===== config.mk =====
export PLATFORM = sky130hd
export DESIGN_NAME = cccr_regs
export DESIGN_NICKNAME = d
export VERILOG_FILES = /design/src/pkg/cccr_pkg.sv /design/src/rtl/cccr_regs.sv
export SDC_FILE = /design/constraint.sdc
export NUM_CORES = 1
export LEC_CHECK = 0
export ABC_CLOCK_PERIOD_IN_PS = 5700
export BUFFER_PORTS_ARGS = -buffer_cell sky130_fd_sc_hd__buf_2
export CAP_MARGIN = 20
export CORE_MARGIN = 4
export CORE_UTILIZATION = 58
export CTS_CLUSTER_SIZE = 30
export DETAILED_ROUTE_END_ITERATION = 7
export PLACE_DENSITY = 0.86
export RECOVER_POWER = 50
export SLEW_MARGIN = 20
export SYNTH_ARGS = -nofsm -noshare
export SYNTH_HDL_FRONTEND = slang
export SYNTH_SLANG_ARGS = --single-unit

===== constraint.sdc =====
create_clock -name pclk -period 5.7 [get_ports pclk]
set_input_delay 0.57 -clock pclk [delete_from_list [all_inputs] [get_ports pclk]]
set_output_delay 0.57 -clock pclk [all_outputs]
set_load 0.005 [all_outputs]

===== src/pkg/cccr_pkg.sv =====
//------------------------------------------------------------------------------
// Function
// preview line width is horizontal size field plus one, at most 640 in RGB
// decimation factor is eight bits; values of 16 or below do no decimation
// first four YCrCb-to-RGB coefficients: unsigned, step 1/128, up to 1.99
// fifth YCrCb-to-RGB coefficient: unsigned, step 1/128, up to 3.99, 9 bits
// luminance offset flag set applies offset 128, clear applies none
// red and blue chrominance offset flags each apply offset 16 when set
// RGB-to-YCrCb coefficients 0..2 use steps 1/256, 1/128, 1/512
// red component offset flag adds 16 when set, nothing when clear
// RGB-to-YCrCb coefficients 3..5 use steps 1/128, 1/256, 1/512
// green component offset flag adds 128 when set, nothing when clear
// RGB-to-YCrCb coefficients 6..8 use steps 1/512, 1/256, 1/128
// blue component offset flag adds 128 when set, nothing when clear
// enable command requests enable; software polls enable status bit
// disable command requests disable, ignored with enable; done flag reports
// soft reset command starts reset; software polls the reset-done flag
// codec command captures one frame; ignored while codec pending is set
// status bit 0 reads 0 when enabled and 1 when disabled
// disable-done flag at bit 1 set on completion, cleared by status read
// reset-done flag at bit 2 set on completion, cleared by status read
// codec pending at bit 8 set while accepted request waits for next frame
// vsync flag at bit 10 set when a vertical sync seen since last read
// software must start the sensor pixel clock before programming the unit
// zero bits written to control are ignored; reserved bits read zero
// vsync flag clears on status read
//------------------------------------------------------------------------------
package cccr_pkg;

   //---------------------------------------------------------------------------
   // register byte offsets
   //---------------------------------------------------------------------------
   localparam logic [7:0] OFS_PSIZE = 8'h08;
   localparam logic [7:0] OFS_PDECIM = 8'h0C;
   localparam logic [7:0] OFS_Y2R_A = 8'h10;
   localparam logic [7:0] OFS_Y2R_B = 8'h14;
   localparam logic [7:0] OFS_R2Y_A = 8'h18;
   localparam logic [7:0] OFS_R2Y_B = 8'h1C;
   localparam logic [7:0] OFS_R2Y_C = 8'h20;
   localparam logic [7:0] OFS_CMD = 8'h24;
   localparam logic [7:0] OFS_STATE = 8'h28;
   localparam logic [7:0] OFS_MODE = 8'h5C;

   //---------------------------------------------------------------------------
   // reset values and writable-bit masks
   //---------------------------------------------------------------------------
   localparam logic [31:0] RST_PSIZE = 32'h0000_0000;
   localparam logic [31:0] RST_PDECIM = 32'h0000_0010;
   localparam logic [31:0] RST_Y2R_A = 32'h6832_CC95;
   localparam logic [31:0] RST_Y2R_B = 32'h0000_7102;
   localparam logic [31:0] RST_R2Y_A = 32'h0132_4145;
   localparam logic [31:0] RST_R2Y_B = 32'h0124_5E38;
   localparam logic [31:0] RST_R2Y_C = 32'h0138_4A4B;
   localparam logic [31:0] RST_MODE = 32'h0000_0000;
   localparam logic [31:0] MSK_PSIZE = 32'h03FF_03FF;
   localparam logic [31:0] MSK_PDECIM = 32'h0000_00FF;
   localparam logic [31:0] MSK_Y2R_A = 32'hFFFF_FFFF;
   localparam logic [31:0] MSK_Y2R_B = 32'h0000_71FF;
   localparam logic [31:0] MSK_R2Y = 32'h01FF_FFFF;
   localparam logic [31:0] MSK_MODE = 32'h0000_0001;

   //---------------------------------------------------------------------------
   // field positions
   //---------------------------------------------------------------------------
   localparam int PSIZE_H_LSB = 16;
   localparam int PSIZE_H_W = 10;
   localparam int Y2R_YOFF_BIT = 12;
   localparam int Y2R_CROFF_BIT = 13;
   localparam int Y2R_CBOFF_BIT = 14;
   localparam int R2Y_OFF_BIT = 24;
   localparam int CMD_EN_BIT = 0;
   localparam int CMD_DIS_BIT = 1;
   localparam int CMD_RESET_DONE_FLAG_BIT = 2;
   localparam int CMD_CDC_BIT = 8;
   localparam int ST_DIS_BIT = 0;
   localparam int ST_DDONE_BIT = 1;
   localparam int ST_RDONE_BIT = 2;
   localparam int ST_CPND_BIT = 8;
   localparam int ST_VSYNC_BIT = 10;
   localparam int MODE_RGB_BIT = 0;

   //---------------------------------------------------------------------------
   // datapath values and timing
   //---------------------------------------------------------------------------
   localparam logic [10:0] RGB_MAX_WIDTH = 11'd640;
   localparam logic [7:0] DECIM_MIN = 8'd16;
   localparam logic [7:0] OFFSET_128 = 8'd128;
   localparam logic [7:0] OFFSET_16 = 8'd16;
   localparam int Y2R_FRAC_BITS = 7;
   localparam int CMD_CYCLES = 8;

   typedef enum logic [1:0] {
      CCCR_IDLE = 2'b00,
      CCCR_ENABLING = 2'b01,
      CCCR_DISABLING = 2'b10,
      CCCR_RESETTING = 2'b11
   } cccr_cmd_state_type;

endpackage : cccr_pkg


===== src/rtl/cccr_regs.sv =====
// Chosen here: the APB slave port and the register offsets.
`timescale 1ns/1ps
module cccr_regs #(
   parameter int CMD_LAT = cccr_pkg::CMD_CYCLES
) (
   input wire logic pclk,
   input wire logic presetn,
   input wire logic clk_en,
   input wire logic psel,
   input wire logic penable,
   input wire logic pwrite,
   input wire logic [7:0] paddr,
   input wire logic [31:0] pwdata,
   output logic [31:0] prdata,
   output logic pready,
   output logic pslverr,
   input wire logic sensor_vsync,
   output logic module_enabled,
   output logic codec_capture_active,
   output logic [10:0] preview_line_width,
   output logic [7:0] preview_decim_factor,
   output logic preview_decim_active,
   output logic [7:0] y2r_c0,
   output logic [7:0] y2r_c1,
   output logic [7:0] y2r_c2,
   output logic [7:0] y2r_c3,
   output logic [8:0] y2r_c4,
   output logic [7:0] y2r_y_offset,
   output logic [7:0] y2r_cr_offset,
   output logic [7:0] y2r_cb_offset,
   output logic [7:0] r2y_c0,
   output logic [7:0] r2y_c1,
   output logic [7:0] r2y_c2,
   output logic [7:0] r2y_c3,
   output logic [7:0] r2y_c4,
   output logic [7:0] r2y_c5,
   output logic [7:0] r2y_c6,
   output logic [7:0] r2y_c7,
   output logic [7:0] r2y_c8,
   output logic [7:0] r2y_r_offset,
   output logic [7:0] r2y_g_offset,
   output logic [7:0] r2y_b_offset
);

   if (CMD_LAT < 1 || CMD_LAT > 255) begin : g_lat_chk
      $error("CMD_LAT must be 1..255");
   end

   //---------------------------------------------------------------------------
   // bus decode
   //---------------------------------------------------------------------------
   // zero wait states
   wire logic acc = psel & penable & clk_en;
   wire logic wr = acc & pwrite;
   wire logic rd = acc & ~pwrite;
   wire logic hit_psize = (paddr == cccr_pkg::OFS_PSIZE);
   wire logic hit_pdecim = (paddr == cccr_pkg::OFS_PDECIM);
   wire logic hit_y2r_a = (paddr == cccr_pkg::OFS_Y2R_A);
   wire logic hit_y2r_b = (paddr == cccr_pkg::OFS_Y2R_B);
   wire logic hit_r2y_a = (paddr == cccr_pkg::OFS_R2Y_A);
   wire logic hit_r2y_b = (paddr == cccr_pkg::OFS_R2Y_B);
   wire logic hit_r2y_c = (paddr == cccr_pkg::OFS_R2Y_C);
   wire logic hit_cmd = (paddr == cccr_pkg::OFS_CMD);
   wire logic hit_state = (paddr == cccr_pkg::OFS_STATE);
   wire logic hit_mode = (paddr == cccr_pkg::OFS_MODE);
   wire logic hit_any = hit_psize | hit_pdecim | hit_y2r_a | hit_y2r_b
                        | hit_r2y_a | hit_r2y_b | hit_r2y_c | hit_cmd
                        | hit_state | hit_mode;

   assign pready = 1'b1;
   assign pslverr = psel & penable & ~hit_any;

   //---------------------------------------------------------------------------
   // sensor vsync synchroniser and edge detect
   //---------------------------------------------------------------------------
   logic vs_meta_r;
   logic vs_sync_r;
   logic vs_prev_r;
   // vsync comes from the sensor domain, two flops before any use
   always_ff @(posedge pclk or negedge presetn) begin
      if (!presetn) begin
         vs_meta_r <= 1'b0;
         vs_sync_r <= 1'b0;
         vs_prev_r <= 1'b0;
      end else if (clk_en) begin
         vs_meta_r <= sensor_vsync;
         vs_sync_r <= vs_meta_r;
         vs_prev_r <= vs_sync_r;
      end
   end
   wire logic vsync_edge = vs_sync_r & ~vs_prev_r;

   //---------------------------------------------------------------------------
   // command decode
   //---------------------------------------------------------------------------
   cccr_pkg::cccr_cmd_state_type st_r;
   cccr_pkg::cccr_cmd_state_type st_nxt;
   logic [7:0] cnt_r;
   logic [7:0] cnt_nxt;
   logic enabled_r;
   logic enabled_nxt;
   wire logic cmd_wr = wr & hit_cmd;
   // only bits written as one act; zero bits leave everything alone
   wire logic do_reset_done_flag = cmd_wr & pwdata[cccr_pkg::CMD_RESET_DONE_FLAG_BIT];
   wire logic do_en = cmd_wr & pwdata[cccr_pkg::CMD_EN_BIT];
   wire logic do_dis = cmd_wr & pwdata[cccr_pkg::CMD_DIS_BIT]
                       & ~pwdata[cccr_pkg::CMD_EN_BIT];
   wire logic do_cdc = cmd_wr & pwdata[cccr_pkg::CMD_CDC_BIT];
   wire logic cnt_done = (cnt_r == 8'd0);
   wire logic fin_dis = (st_r == cccr_pkg::CCCR_DISABLING) & cnt_done;
   wire logic fin_rst = (st_r == cccr_pkg::CCCR_RESETTING) & cnt_done;
   // soft reset returns the configuration to its reset values on completion
   wire logic cfg_reset = fin_rst & clk_en;

   //---------------------------------------------------------------------------
   // command sequencer; a command arriving while another runs is dropped,
   // so software must wait for the previous completion before the next
   //---------------------------------------------------------------------------
   always_comb begin
      st_nxt = st_r;
      cnt_nxt = cnt_r;
      enabled_nxt = enabled_r;
      case (st_r)
         cccr_pkg::CCCR_IDLE: begin
            if (do_reset_done_flag) begin
               st_nxt = cccr_pkg::CCCR_RESETTING;
               cnt_nxt = 8'(CMD_LAT - 1);
            end else if (do_en) begin
               st_nxt = cccr_pkg::CCCR_ENABLING;
               cnt_nxt = 8'(CMD_LAT - 1);
            end else if (do_dis) begin
               st_nxt = cccr_pkg::CCCR_DISABLING;
               cnt_nxt = 8'(CMD_LAT - 1);
            end
         end
         cccr_pkg::CCCR_ENABLING: begin
            if (cnt_done) begin
               st_nxt = cccr_pkg::CCCR_IDLE;
               enabled_nxt = 1'b1;
            end else begin
               cnt_nxt = cnt_r - 8'd1;
            end
         end
         cccr_pkg::CCCR_DISABLING: begin
            if (cnt_done) begin
               st_nxt = cccr_pkg::CCCR_IDLE;
               enabled_nxt = 1'b0;
            end else begin
               cnt_nxt = cnt_r - 8'd1;
            end
         end
         cccr_pkg::CCCR_RESETTING: begin
            if (cnt_done) begin
               st_nxt = cccr_pkg::CCCR_IDLE;
               enabled_nxt = 1'b0;
            end else begin
               cnt_nxt = cnt_r - 8'd1;
            end
         end
         default: begin
            st_nxt = cccr_pkg::CCCR_IDLE;
         end
      endcase
   end

   always_ff @(posedge pclk or negedge presetn) begin
      if (!presetn) begin
         st_r <= cccr_pkg::CCCR_IDLE;
         cnt_r <= 8'd0;
         enabled_r <= 1'b0;
      end else if (clk_en) begin
         st_r <= st_nxt;
         cnt_r <= cnt_nxt;
         enabled_r <= enabled_nxt;
      end
   end

   //---------------------------------------------------------------------------
   // codec capture: request waits for the next vsync, then runs one frame
   //---------------------------------------------------------------------------
   logic cpnd_r;
   logic cact_r;
   wire logic cdc_take = do_cdc & ~cpnd_r & enabled_r & ~fin_rst;
   always_ff @(posedge pclk or negedge presetn) begin
      if (!presetn) begin
         cpnd_r <= 1'b0;
         cact_r <= 1'b0;
      end else if (clk_en) begin
         if (fin_rst || fin_dis) begin
            cpnd_r <= 1'b0;
            cact_r <= 1'b0;
         end else if (vsync_edge) begin
            cact_r <= cpnd_r;
            cpnd_r <= cdc_take;
         end else if (cdc_take) begin
            cpnd_r <= 1'b1;
         end
      end
   end

   //---------------------------------------------------------------------------
   // sticky flags; a set in the same cycle as the clearing read wins
   //---------------------------------------------------------------------------
   logic ddone_r;
   logic rdone_r;
   logic vsf_r;
   wire logic st_rd = rd & hit_state;
   always_ff @(posedge pclk or negedge presetn) begin
      if (!presetn) begin
         ddone_r <= 1'b0;
         rdone_r <= 1'b0;
         vsf_r <= 1'b0;
      end else if (clk_en) begin
         // clear only what the loaded read data reported, so a flag set
         // on the setup edge is not lost
         ddone_r <= fin_dis | (ddone_r & ~(st_rd & prdata[1]));
         rdone_r <= fin_rst | (rdone_r & ~(st_rd & prdata[2]));
         vsf_r <= vsync_edge | (vsf_r & ~(st_rd & prdata[10]));
      end
   end

   //---------------------------------------------------------------------------
   // configuration registers
   //---------------------------------------------------------------------------
   logic [31:0] psize_r;
   logic [31:0] pdecim_r;
   logic [31:0] y2r_a_r;
   logic [31:0] y2r_b_r;
   logic [31:0] r2y_a_r;
   logic [31:0] r2y_b_r;
   logic [31:0] r2y_c_r;
   logic [31:0] mode_r;
   // reserved bits are masked on write so they always read back as zero
   always_ff @(posedge pclk or negedge presetn) begin
      if (!presetn) begin
         psize_r <= cccr_pkg::RST_PSIZE;
         pdecim_r <= cccr_pkg::RST_PDECIM;
         y2r_a_r <= cccr_pkg::RST_Y2R_A;
         y2r_b_r <= cccr_pkg::RST_Y2R_B;
         r2y_a_r <= cccr_pkg::RST_R2Y_A;
         r2y_b_r <= cccr_pkg::RST_R2Y_B;
         r2y_c_r <= cccr_pkg::RST_R2Y_C;
         mode_r <= cccr_pkg::RST_MODE;
      end else if (cfg_reset) begin
         psize_r <= cccr_pkg::RST_PSIZE;
         pdecim_r <= cccr_pkg::RST_PDECIM;
         y2r_a_r <= cccr_pkg::RST_Y2R_A;
         y2r_b_r <= cccr_pkg::RST_Y2R_B;
         r2y_a_r <= cccr_pkg::RST_R2Y_A;
         r2y_b_r <= cccr_pkg::RST_R2Y_B;
         r2y_c_r <= cccr_pkg::RST_R2Y_C;
         mode_r <= cccr_pkg::RST_MODE;
      end else if (wr) begin
         if (hit_psize) psize_r <= pwdata & cccr_pkg::MSK_PSIZE;
         if (hit_pdecim) pdecim_r <= pwdata & cccr_pkg::MSK_PDECIM;
         if (hit_y2r_a) y2r_a_r <= pwdata & cccr_pkg::MSK_Y2R_A;
         if (hit_y2r_b) y2r_b_r <= pwdata & cccr_pkg::MSK_Y2R_B;
         if (hit_r2y_a) r2y_a_r <= pwdata & cccr_pkg::MSK_R2Y;
         if (hit_r2y_b) r2y_b_r <= pwdata & cccr_pkg::MSK_R2Y;
         if (hit_r2y_c) r2y_c_r <= pwdata & cccr_pkg::MSK_R2Y;
         if (hit_mode) mode_r <= pwdata & cccr_pkg::MSK_MODE;
      end
   end

   //---------------------------------------------------------------------------
   // status word and read mux
   //---------------------------------------------------------------------------
   wire logic [31:0] state_word = {21'd0, vsf_r, 1'b0, cpnd_r, 5'd0,
                                   rdone_r, ddone_r, ~enabled_r};
   wire logic [31:0] rd_mux =
      hit_psize ? psize_r :
      hit_pdecim ? pdecim_r :
      hit_y2r_a ? y2r_a_r :
      hit_y2r_b ? y2r_b_r :
      hit_r2y_a ? r2y_a_r :
      hit_r2y_b ? r2y_b_r :
      hit_r2y_c ? r2y_c_r :
      hit_state ? state_word :
      hit_mode ? mode_r : 32'h0000_0000; // command word reads zero

   // read data is registered in the setup cycle, valid in the access cycle
   always_ff @(posedge pclk or negedge presetn) begin
      if (!presetn) begin
         prdata <= 32'h0000_0000;
      end else if (clk_en && psel && !penable && !pwrite) begin
         prdata <= rd_mux;
      end
   end

   //---------------------------------------------------------------------------
   // datapath-facing outputs
   //---------------------------------------------------------------------------
   wire logic [10:0] hsize_p1 = 11'(psize_r[cccr_pkg::PSIZE_H_LSB +:
                                            cccr_pkg::PSIZE_H_W]) + 11'd1;
   wire logic rgb_mode = mode_r[cccr_pkg::MODE_RGB_BIT];
   // RGB mode line width is clamped at 640
   wire logic [10:0] width_nxt =
      (rgb_mode && hsize_p1 > cccr_pkg::RGB_MAX_WIDTH) ?
      cccr_pkg::RGB_MAX_WIDTH : hsize_p1;

   // registered so the datapath sees clean values
   always_ff @(posedge pclk or negedge presetn) begin
      if (!presetn) begin
         preview_line_width <= 11'd1;
         preview_decim_active <= 1'b0;
      end else if (clk_en) begin
         preview_line_width <= width_nxt;
         preview_decim_active <= (pdecim_r[7:0] > cccr_pkg::DECIM_MIN);
      end
   end

   assign module_enabled = enabled_r;
   assign codec_capture_active = cact_r;
   assign preview_decim_factor = pdecim_r[7:0];
   assign y2r_c0 = y2r_a_r[7:0];
   assign y2r_c1 = y2r_a_r[15:8];
   assign y2r_c2 = y2r_a_r[23:16];
   assign y2r_c3 = y2r_a_r[31:24];
   assign y2r_c4 = y2r_b_r[8:0];
   assign y2r_y_offset = y2r_b_r[cccr_pkg::Y2R_YOFF_BIT] ?
                         cccr_pkg::OFFSET_128 : 8'd0;
   assign y2r_cr_offset = y2r_b_r[cccr_pkg::Y2R_CROFF_BIT] ?
                          cccr_pkg::OFFSET_16 : 8'd0;
   assign y2r_cb_offset = y2r_b_r[cccr_pkg::Y2R_CBOFF_BIT] ?
                          cccr_pkg::OFFSET_16 : 8'd0;
   assign r2y_c0 = r2y_a_r[7:0];
   assign r2y_c1 = r2y_a_r[15:8];
   assign r2y_c2 = r2y_a_r[23:16];
   assign r2y_c3 = r2y_b_r[7:0];
   assign r2y_c4 = r2y_b_r[15:8];
   assign r2y_c5 = r2y_b_r[23:16];
   assign r2y_c6 = r2y_c_r[7:0];
   assign r2y_c7 = r2y_c_r[15:8];
   assign r2y_c8 = r2y_c_r[23:16];
   assign r2y_r_offset = r2y_a_r[cccr_pkg::R2Y_OFF_BIT] ?
                         cccr_pkg::OFFSET_16 : 8'd0;
   assign r2y_g_offset = r2y_b_r[cccr_pkg::R2Y_OFF_BIT] ?
                         cccr_pkg::OFFSET_128 : 8'd0;
   assign r2y_b_offset = r2y_c_r[cccr_pkg::R2Y_OFF_BIT] ?
                         cccr_pkg::OFFSET_128 : 8'd0;

endmodule : cccr_regs


Word-level counts from Yosys, hierarchy flattened:

Cells that the tools add are included.

* register bits: 319
* input bits: 47
* output and inout bits: 217
* logic and storage cells: 185

* add/sub/neg operators: 2
* $lt $le $gt $ge: 2
* equality and inequality tests: 18
* multiplexer cells: 58
* bitwise operators: 47
* reduce and logical (&&, ||, !) cells: 36

Operators with widths (count)
* two-way mux 32 bit: 33
* two-way mux 8 bit: 7
* == test 8 x 5 -> 1 bit, second input constant: 4
* AND 1 bit: 25
* == test 8 x 6 -> 1 bit, second input constant: 3
* nonzero test 2 bit: 11
* AND reduction 2 bit: 10
* == test 8 x 4 -> 1 bit, second input constant: 2
* case mux 8 bit (2 select lines): 1
* two-way mux 5 bit: 3
* bitwise OR 1 bit: 12
* adder 10 x 1 -> 11 bit, second input constant: 1
* greater-than comparator 11 x 10 -> 1 bit, second input constant: 1
* two-way mux 11 bit: 1
* inverter 1 bit: 10
* == test 8 x 7 -> 1 bit, second input constant: 1
* greater-than comparator 8 x 5 -> 1 bit, second input constant: 1
* zero test 8 bit: 1
* two-way mux 2 bit: 4
* subtractor 8 x 1 -> 8 bit, second input constant: 1
* two-way mux 1 bit: 7
* AND reduction 3 bit: 2
* == test 2 bit, second input constant: 2
* logical AND 1 bit: 4
* other kinds (13): 16

Depth between registers and ports, before layout:

* depth after elaboration: 12
* depth in mapped cells: 10
* mapped depth without buffers: 7

Worst setup path after synthesis:

No wires, ideal clock.

* path type: input to register
* start point: input port paddr[5]
* end point: register prdata[2]
* setup time: 87 ps
* arrival time: 2179 ps
* data required time: 5613 ps
* slack: 3434 ps
* stages: 7
* path buffers: 2
* cells stage by stage: buf_6 or4b_1 buf_2 nor3_4 a21oi_1 or3_1 a211oi_2

* word-level cells in the longest chain between the ends: 10
* elaborated cells between the ends (all ways): 18
* classes of those cells: eq/ne: 9; mux: 9

RTL lines
* start, declared: line cccr_regs.sv:12 `input wire logic [7:0] paddr,`
* == test 8 x 7 -> 1 bit: line cccr_regs.sv:65 `wire logic hit_mode = (paddr == cccr_pkg::OFS_MODE);`
* two-way mux 32 bit: line cccr_regs.sv:279 `hit_mode ? mode_r : 32'h0000_0000;`
* two-way mux 32 bit: line cccr_regs.sv:278 `hit_state ? state_word :`
* two-way mux 32 bit: line cccr_regs.sv:277 `hit_r2y_c ? r2y_c_r :`
* two-way mux 32 bit: line cccr_regs.sv:276 `hit_r2y_b ? r2y_b_r :`
* two-way mux 32 bit: line cccr_regs.sv:275 `hit_r2y_a ? r2y_a_r :`
* two-way mux 32 bit: line cccr_regs.sv:274 `hit_y2r_b ? y2r_b_r :`
* two-way mux 32 bit: line cccr_regs.sv:273 `hit_y2r_a ? y2r_a_r :`
* two-way mux 32 bit: line cccr_regs.sv:272 `hit_pdecim ? pdecim_r :`
* two-way mux 32 bit (*): line cccr_regs.sv:271 `hit_psize ? psize_r :`
* end signal, assigned: line cccr_regs.sv:286 `prdata <= rd_mux;`
* end, declared: line cccr_regs.sv:14 `output logic [31:0] prdata,`

Every way passes the cells marked *; elsewhere a longest branch is shown, timed or not.
A chain may end at the register's enable or synchronous reset.

==> impl_results.rst <==
.. list-table::
   :header-rows: 1

   * - Metric
     - Value
   * - Flops & latches, synth
     - 211
   * - Clock insertion delay at the later pin of the skew report
     - 0.52 ns
   * - Fillcell total
     - 1385
   * - Vias in the first global route
     - 9478
   * - Type of the setup path with the least slack
     - primary input to asynchronous set/reset pin
   * - Relative contribution of the clock network to total power
     - 33.6%
   * - Row count
     - 48
   * - Clock Tree Root
     - sky130_fd_sc_hd__clkbuf_16
   * - Gate power share
     - 16.5%
   * - Post-synth EDFFs
     - 0
   * - Power per cell area
     - 360 nW/um^2
   * - Adder-cell share of the synthesized area
     - 0.243%
   * - Max-slew violation count
     - 168
   * - Chip Height
     - 141 um
   * - Number of levels the H-tree was split into
     - 1
   * - Final design utilization
     - 68.8%
   * - Simple-gate area share of the yosys netlist
     - 21.8%
   * - Setup slack on the worst flop-to-flop path
     - 2.58 ns
   * - Mean Syn Cell Area
     - 8.95 um^2
   * - Via density per instance
     - 6.26
   * - Pin count of the biggest net entering global routing
     - 84
   * - Part of the Yosys area used for sequential elements
     - 51.9%
   * - DPL Wire Length
     - 23400 um
   * - Floorplan core area
     - 17400 um^2
   * - Average wire per cell in the routed design
     - 21.8 um
   * - Relative contribution of sequential cells to total power
     - 49.9%
   * - Critical Path End Type
     - asynchronous set/reset pin
   * - Antenna violations before repair
     - 0
   * - Count of buffer and inverter cells on the critical path
     - 2
   * - Count of buffers from port buffering
     - 220
   * - TritonCTS clock tree
     - done
   * - Cells after synthesis
     - 1150
   * - Failing checks
     - max-capacitance violations, max-slew violations
   * - Worst path cell trace
     - clkbuf_8, clkbuf_1
   * - Max-cap violations
     - 3
   * - Count of instances resized after the clock tree is built
     - 0
   * - Worst path top cell family by delay
     - buffers and inverters
   * - XOR/XNOR share of the synthesized area
     - 1.02%
   * - Total power
     - 0.00429 W
   * - Setup_tns
     - 0 ns
   * - Number of buffers on the longest clock path
     - 3
   * - Slew at the pin with the worst max-slew slack
     - 3.46 ns
   * - Share of synthesized flip-flops with an asynchronous set or reset
     - 100%
   * - Number of design rule violations left after detail routing
     - 0
   * - Outcome
     - finished, violations left
   * - Count of routing violations after the opening detailed-route iteration
     - 1528
   * - Worst min-delay path class
     - primary input to asynchronous set/reset pin
   * - Ant. Diodes
     - 0
   * - Overall via count from detail_route
     - 9830
   * - Sw power
     - 0.00126 W
   * - Net switching fraction of the power
     - 29.3%
   * - Count of unique library cells instantiated by Yosys
     - 71
   * - Boundary pin count
     - 264
   * - Part of the cycle the worst path needs
     - 67.3%
   * - Number of endpoints with negative hold slack in the final report
     - 0
   * - Number of nets with antenna violations after routing
     - 0
   * - Die Footprint
     - 19900 um^2
   * - Critical path required time
     - 5.54 ns
   * - Initial standard-cell utilization of the core
     - 59.3%
   * - Critical path startpoint category
     - primary input
   * - Headroom to the max-slew limit
     - -131%
   * - First-pass GRT wire length
     - 53500 um
   * - Number of endpoints failing setup at the final stage
     - 0
   * - Grt total ovfl
     - 0
   * - Hold buffer count at cts
     - 0
   * - Largest family of logic cells by synthesized area
     - simple AND/OR/NAND/NOR gates
   * - # nets final
     - 1378
   * - Postcts setup bufs
     - 0
   * - Cell area after synthesis
     - 10300 um^2
   * - Number of search-and-repair iterations in the first detailed-routing pass
     - 6
   * - Total Wirelength
     - 34200 um
   * - Clock sink total
     - 211
   * - Master of the slowest instance on the critical path
     - sky130_fd_sc_hd__clkbuf_1
   * - Leakage Power
     - 5.51 nW
   * - Clock buffer count from CTS
     - 23
   * - Maximum net fanout on the critical path
     - 83
   * - Dominant register cell in the synthesized netlist
     - sky130_fd_sc_hd__dfrtp_1
   * - Data arrival at the endpoint of the critical path
     - 3.67 ns
   * - Area fraction in compound gates after synthesis
     - 16.1%
   * - Layout overhead on the synthesized area
     - 16.0%
   * - Unrepaired setup endpoints after global routing
     - false
   * - GPL Wtd Cong
     - 0.986
   * - Internal power summed over all cells
     - 0.00304 W
   * - Register clock-pin slew on the reported worst setup and hold paths
     - 0.06 ns
   * - Die X
     - 141 um
   * - Multiplexer share of the synthesized area
     - 1.58%
   * - Overall fraction of global-route tracks in use
     - 33.8%
   * - Final min period
     - 3.84 ns
   * - IR drop worst, VDD
     - 0.000319 V
   * - Upper clock frequency limit
     - 0.261 GHz
   * - Layout cells sized above 1
     - 21.3%
   * - Max Clock Skew
     - 0.0141 ns
   * - Worst stage delay on the critical path
     - 2.51 ns
   * - Warning count from the yosys run
     - 0
layout make-up:
class | count | area (um^2) | area share, %
Sequential cell | 211 | 5350 | 44.8
Multi-Input combinational cell | 837 | 4370 | 36.6
Timing Repair Buffer | 234 | 1140 | 9.55
Clock buffer | 35 | 651 | 5.45
Tap cell | 225 | 282 | 2.36
Inverter | 22 | 82.6 | 0.692
Clock inverter | 7 | 71.3 | 0.597
metal layers:
metal | GRT usage, % | vias up | part of all wire, %
met5 | 0 | - | 0
met4 | 12.7 | 0 | 4.3
met1 | 47.6 | 4737 | 38
met2 | 51.7 | 714 | 46
met3 | 7.39 | 123 | 12
li1 | - | 4256 | -
cell families after synthesis:
| family | after synthesis |
|---|---|
| fa+ha+maj | 2 |
| compound gates | 262 |
| other cells | 2 |
| xor+xnor | 12 |
| flops | 211 |
| buf+inv | 143 |
| simple gates | 503 |
| mux | 15 |
cells in the final DEF (no fill, tap or decap), types with 4 or more instances in the layout:
master                      count
sky130_fd_sc_hd__dfrtp_1      159
sky130_fd_sc_hd__o221ai_1       4
sky130_fd_sc_hd__dfstp_2       52
sky130_fd_sc_hd__and3_1         5
sky130_fd_sc_hd__and2_1         4
sky130_fd_sc_hd__xnor2_1        8
sky130_fd_sc_hd__nor3_1         6
sky130_fd_sc_hd__nor3_2         4
sky130_fd_sc_hd__o22ai_1       10
sky130_fd_sc_hd__mux2_2        10
sky130_fd_sc_hd__clkbuf_8       4
sky130_fd_sc_hd__xor2_1         4
sky130_fd_sc_hd__nand3_1       73
sky130_fd_sc_hd__nand2b_1       6
sky130_fd_sc_hd__nor2b_1        4
sky130_fd_sc_hd__nand4_1        4
sky130_fd_sc_hd__a22oi_1       11
sky130_fd_sc_hd__nor2_1        36
sky130_fd_sc_hd__a221oi_1       7
sky130_fd_sc_hd__clkbuf_1      65
sky130_fd_sc_hd__buf_2        165
sky130_fd_sc_hd__nand2_1      323
sky130_fd_sc_hd__inv_1         22
sky130_fd_sc_hd__clkbuf_16     23
sky130_fd_sc_hd__o21ai_0       22
sky130_fd_sc_hd__a222oi_1      14
sky130_fd_sc_hd__nor4b_1        5
sky130_fd_sc_hd__a31oi_1        5
sky130_fd_sc_hd__a21oi_1      129
sky130_fd_sc_hd__conb_1        43
sky130_fd_sc_hd__o31ai_1        7
sky130_fd_sc_hd__nor4_1         4
sky130_fd_sc_hd__mux2i_1        5
sky130_fd_sc_hd__o21ai_1        6
sky130_fd_sc_hd__a22o_1        18
sky130_fd_sc_hd__buf_4         12
sequential cells by signal, summed over array words and instances (netlist names), 2 cells and up:
register,flops
st_r,2
preview_line_width,11
r2y_b_r,25
prdata,32
y2r_a_r,32
pdecim_r,8
r2y_c_r,25
r2y_a_r,25
y2r_b_r,12
psize_r,20
cnt_r,8
final timing paths:
check                                          from                          endpoint  cells past startpoint
min in group pclk                        pwdata[30]           y2r_a_r[30]$_DFFE_PN1P_                      3
setup / recovery                            presetn           r2y_b_r[13]$_DFFE_PN0P_                      2
max in group pclk                            clk_en           r2y_b_r[20]$_DFFE_PN0P_                      7
hold reg to reg    codec_capture_active$_DFFE_PN0P_  codec_capture_active$_DFFE_PN0P_                      2
setup reg to reg               cnt_r[0]$_DFFE_PN0P_           r2y_b_r[20]$_DFFE_PN0P_                      8
hold / removal                              presetn              cnt_r[2]$_DFFE_PN0P_                      1
cells in the mapped netlist (all sizes together), types with 4 or more instances:
master,number,area (um^2)
nand2,323,1210
dfrtp,159,3980
a21oi,129,646
buf,76,498
nand3,74,370
dfstp,52,1370
clkbuf,45,169
nor2,38,145
o21ai,28,140
inv,22,82.6
a22o,18,158
a222oi,14,140
a22oi,11,82.6
nor3,11,86.3
mux2,10,113
o22ai,10,62.6
xnor2,8,70.1
a221oi,7,61.3
o31ai,7,52.6
and3,6,37.5
nand2b,6,37.5
nor4b,6,58.8
a31oi,5,31.3
mux2i,5,50.1
a211oi,4,35.0
a21boi,4,30.0
and2,4,25.0
nand4,4,25.0
nor2b,4,25.0
nor4,4,25.0
o221ai,4,35.0
xor2,4,35.0
per-stage QoR:
step	cells	cell area, um^2	hold WS [ns]	setup slack, ns
final	1571	11900	0.0762	1.86
after global routing	1571	11900	0.131	1.12
after CTS	1571	12000	0.108	2.53
after detailed placement	1529	11300	0.467	1.97
after global placement	1529	11300	0.459	2.06
after floorplan	1191	10400	0.274	3.43
power by group through the flow:
stage | sequential [W] | clock (W) | combinational [W]
floorplan | 0.00209 | 0 | 0.000358
global placement | 0.00215 | 0 | 0.000676
detailed placement | 0.00215 | 0 | 0.000705
CTS | 0.00213 | 0.00144 | 0.000712
global route | 0.00217 | 0.00152 | 0.000791
finish | 0.00214 | 0.00144 | 0.000708
Power figures use the tool's default switching activity.
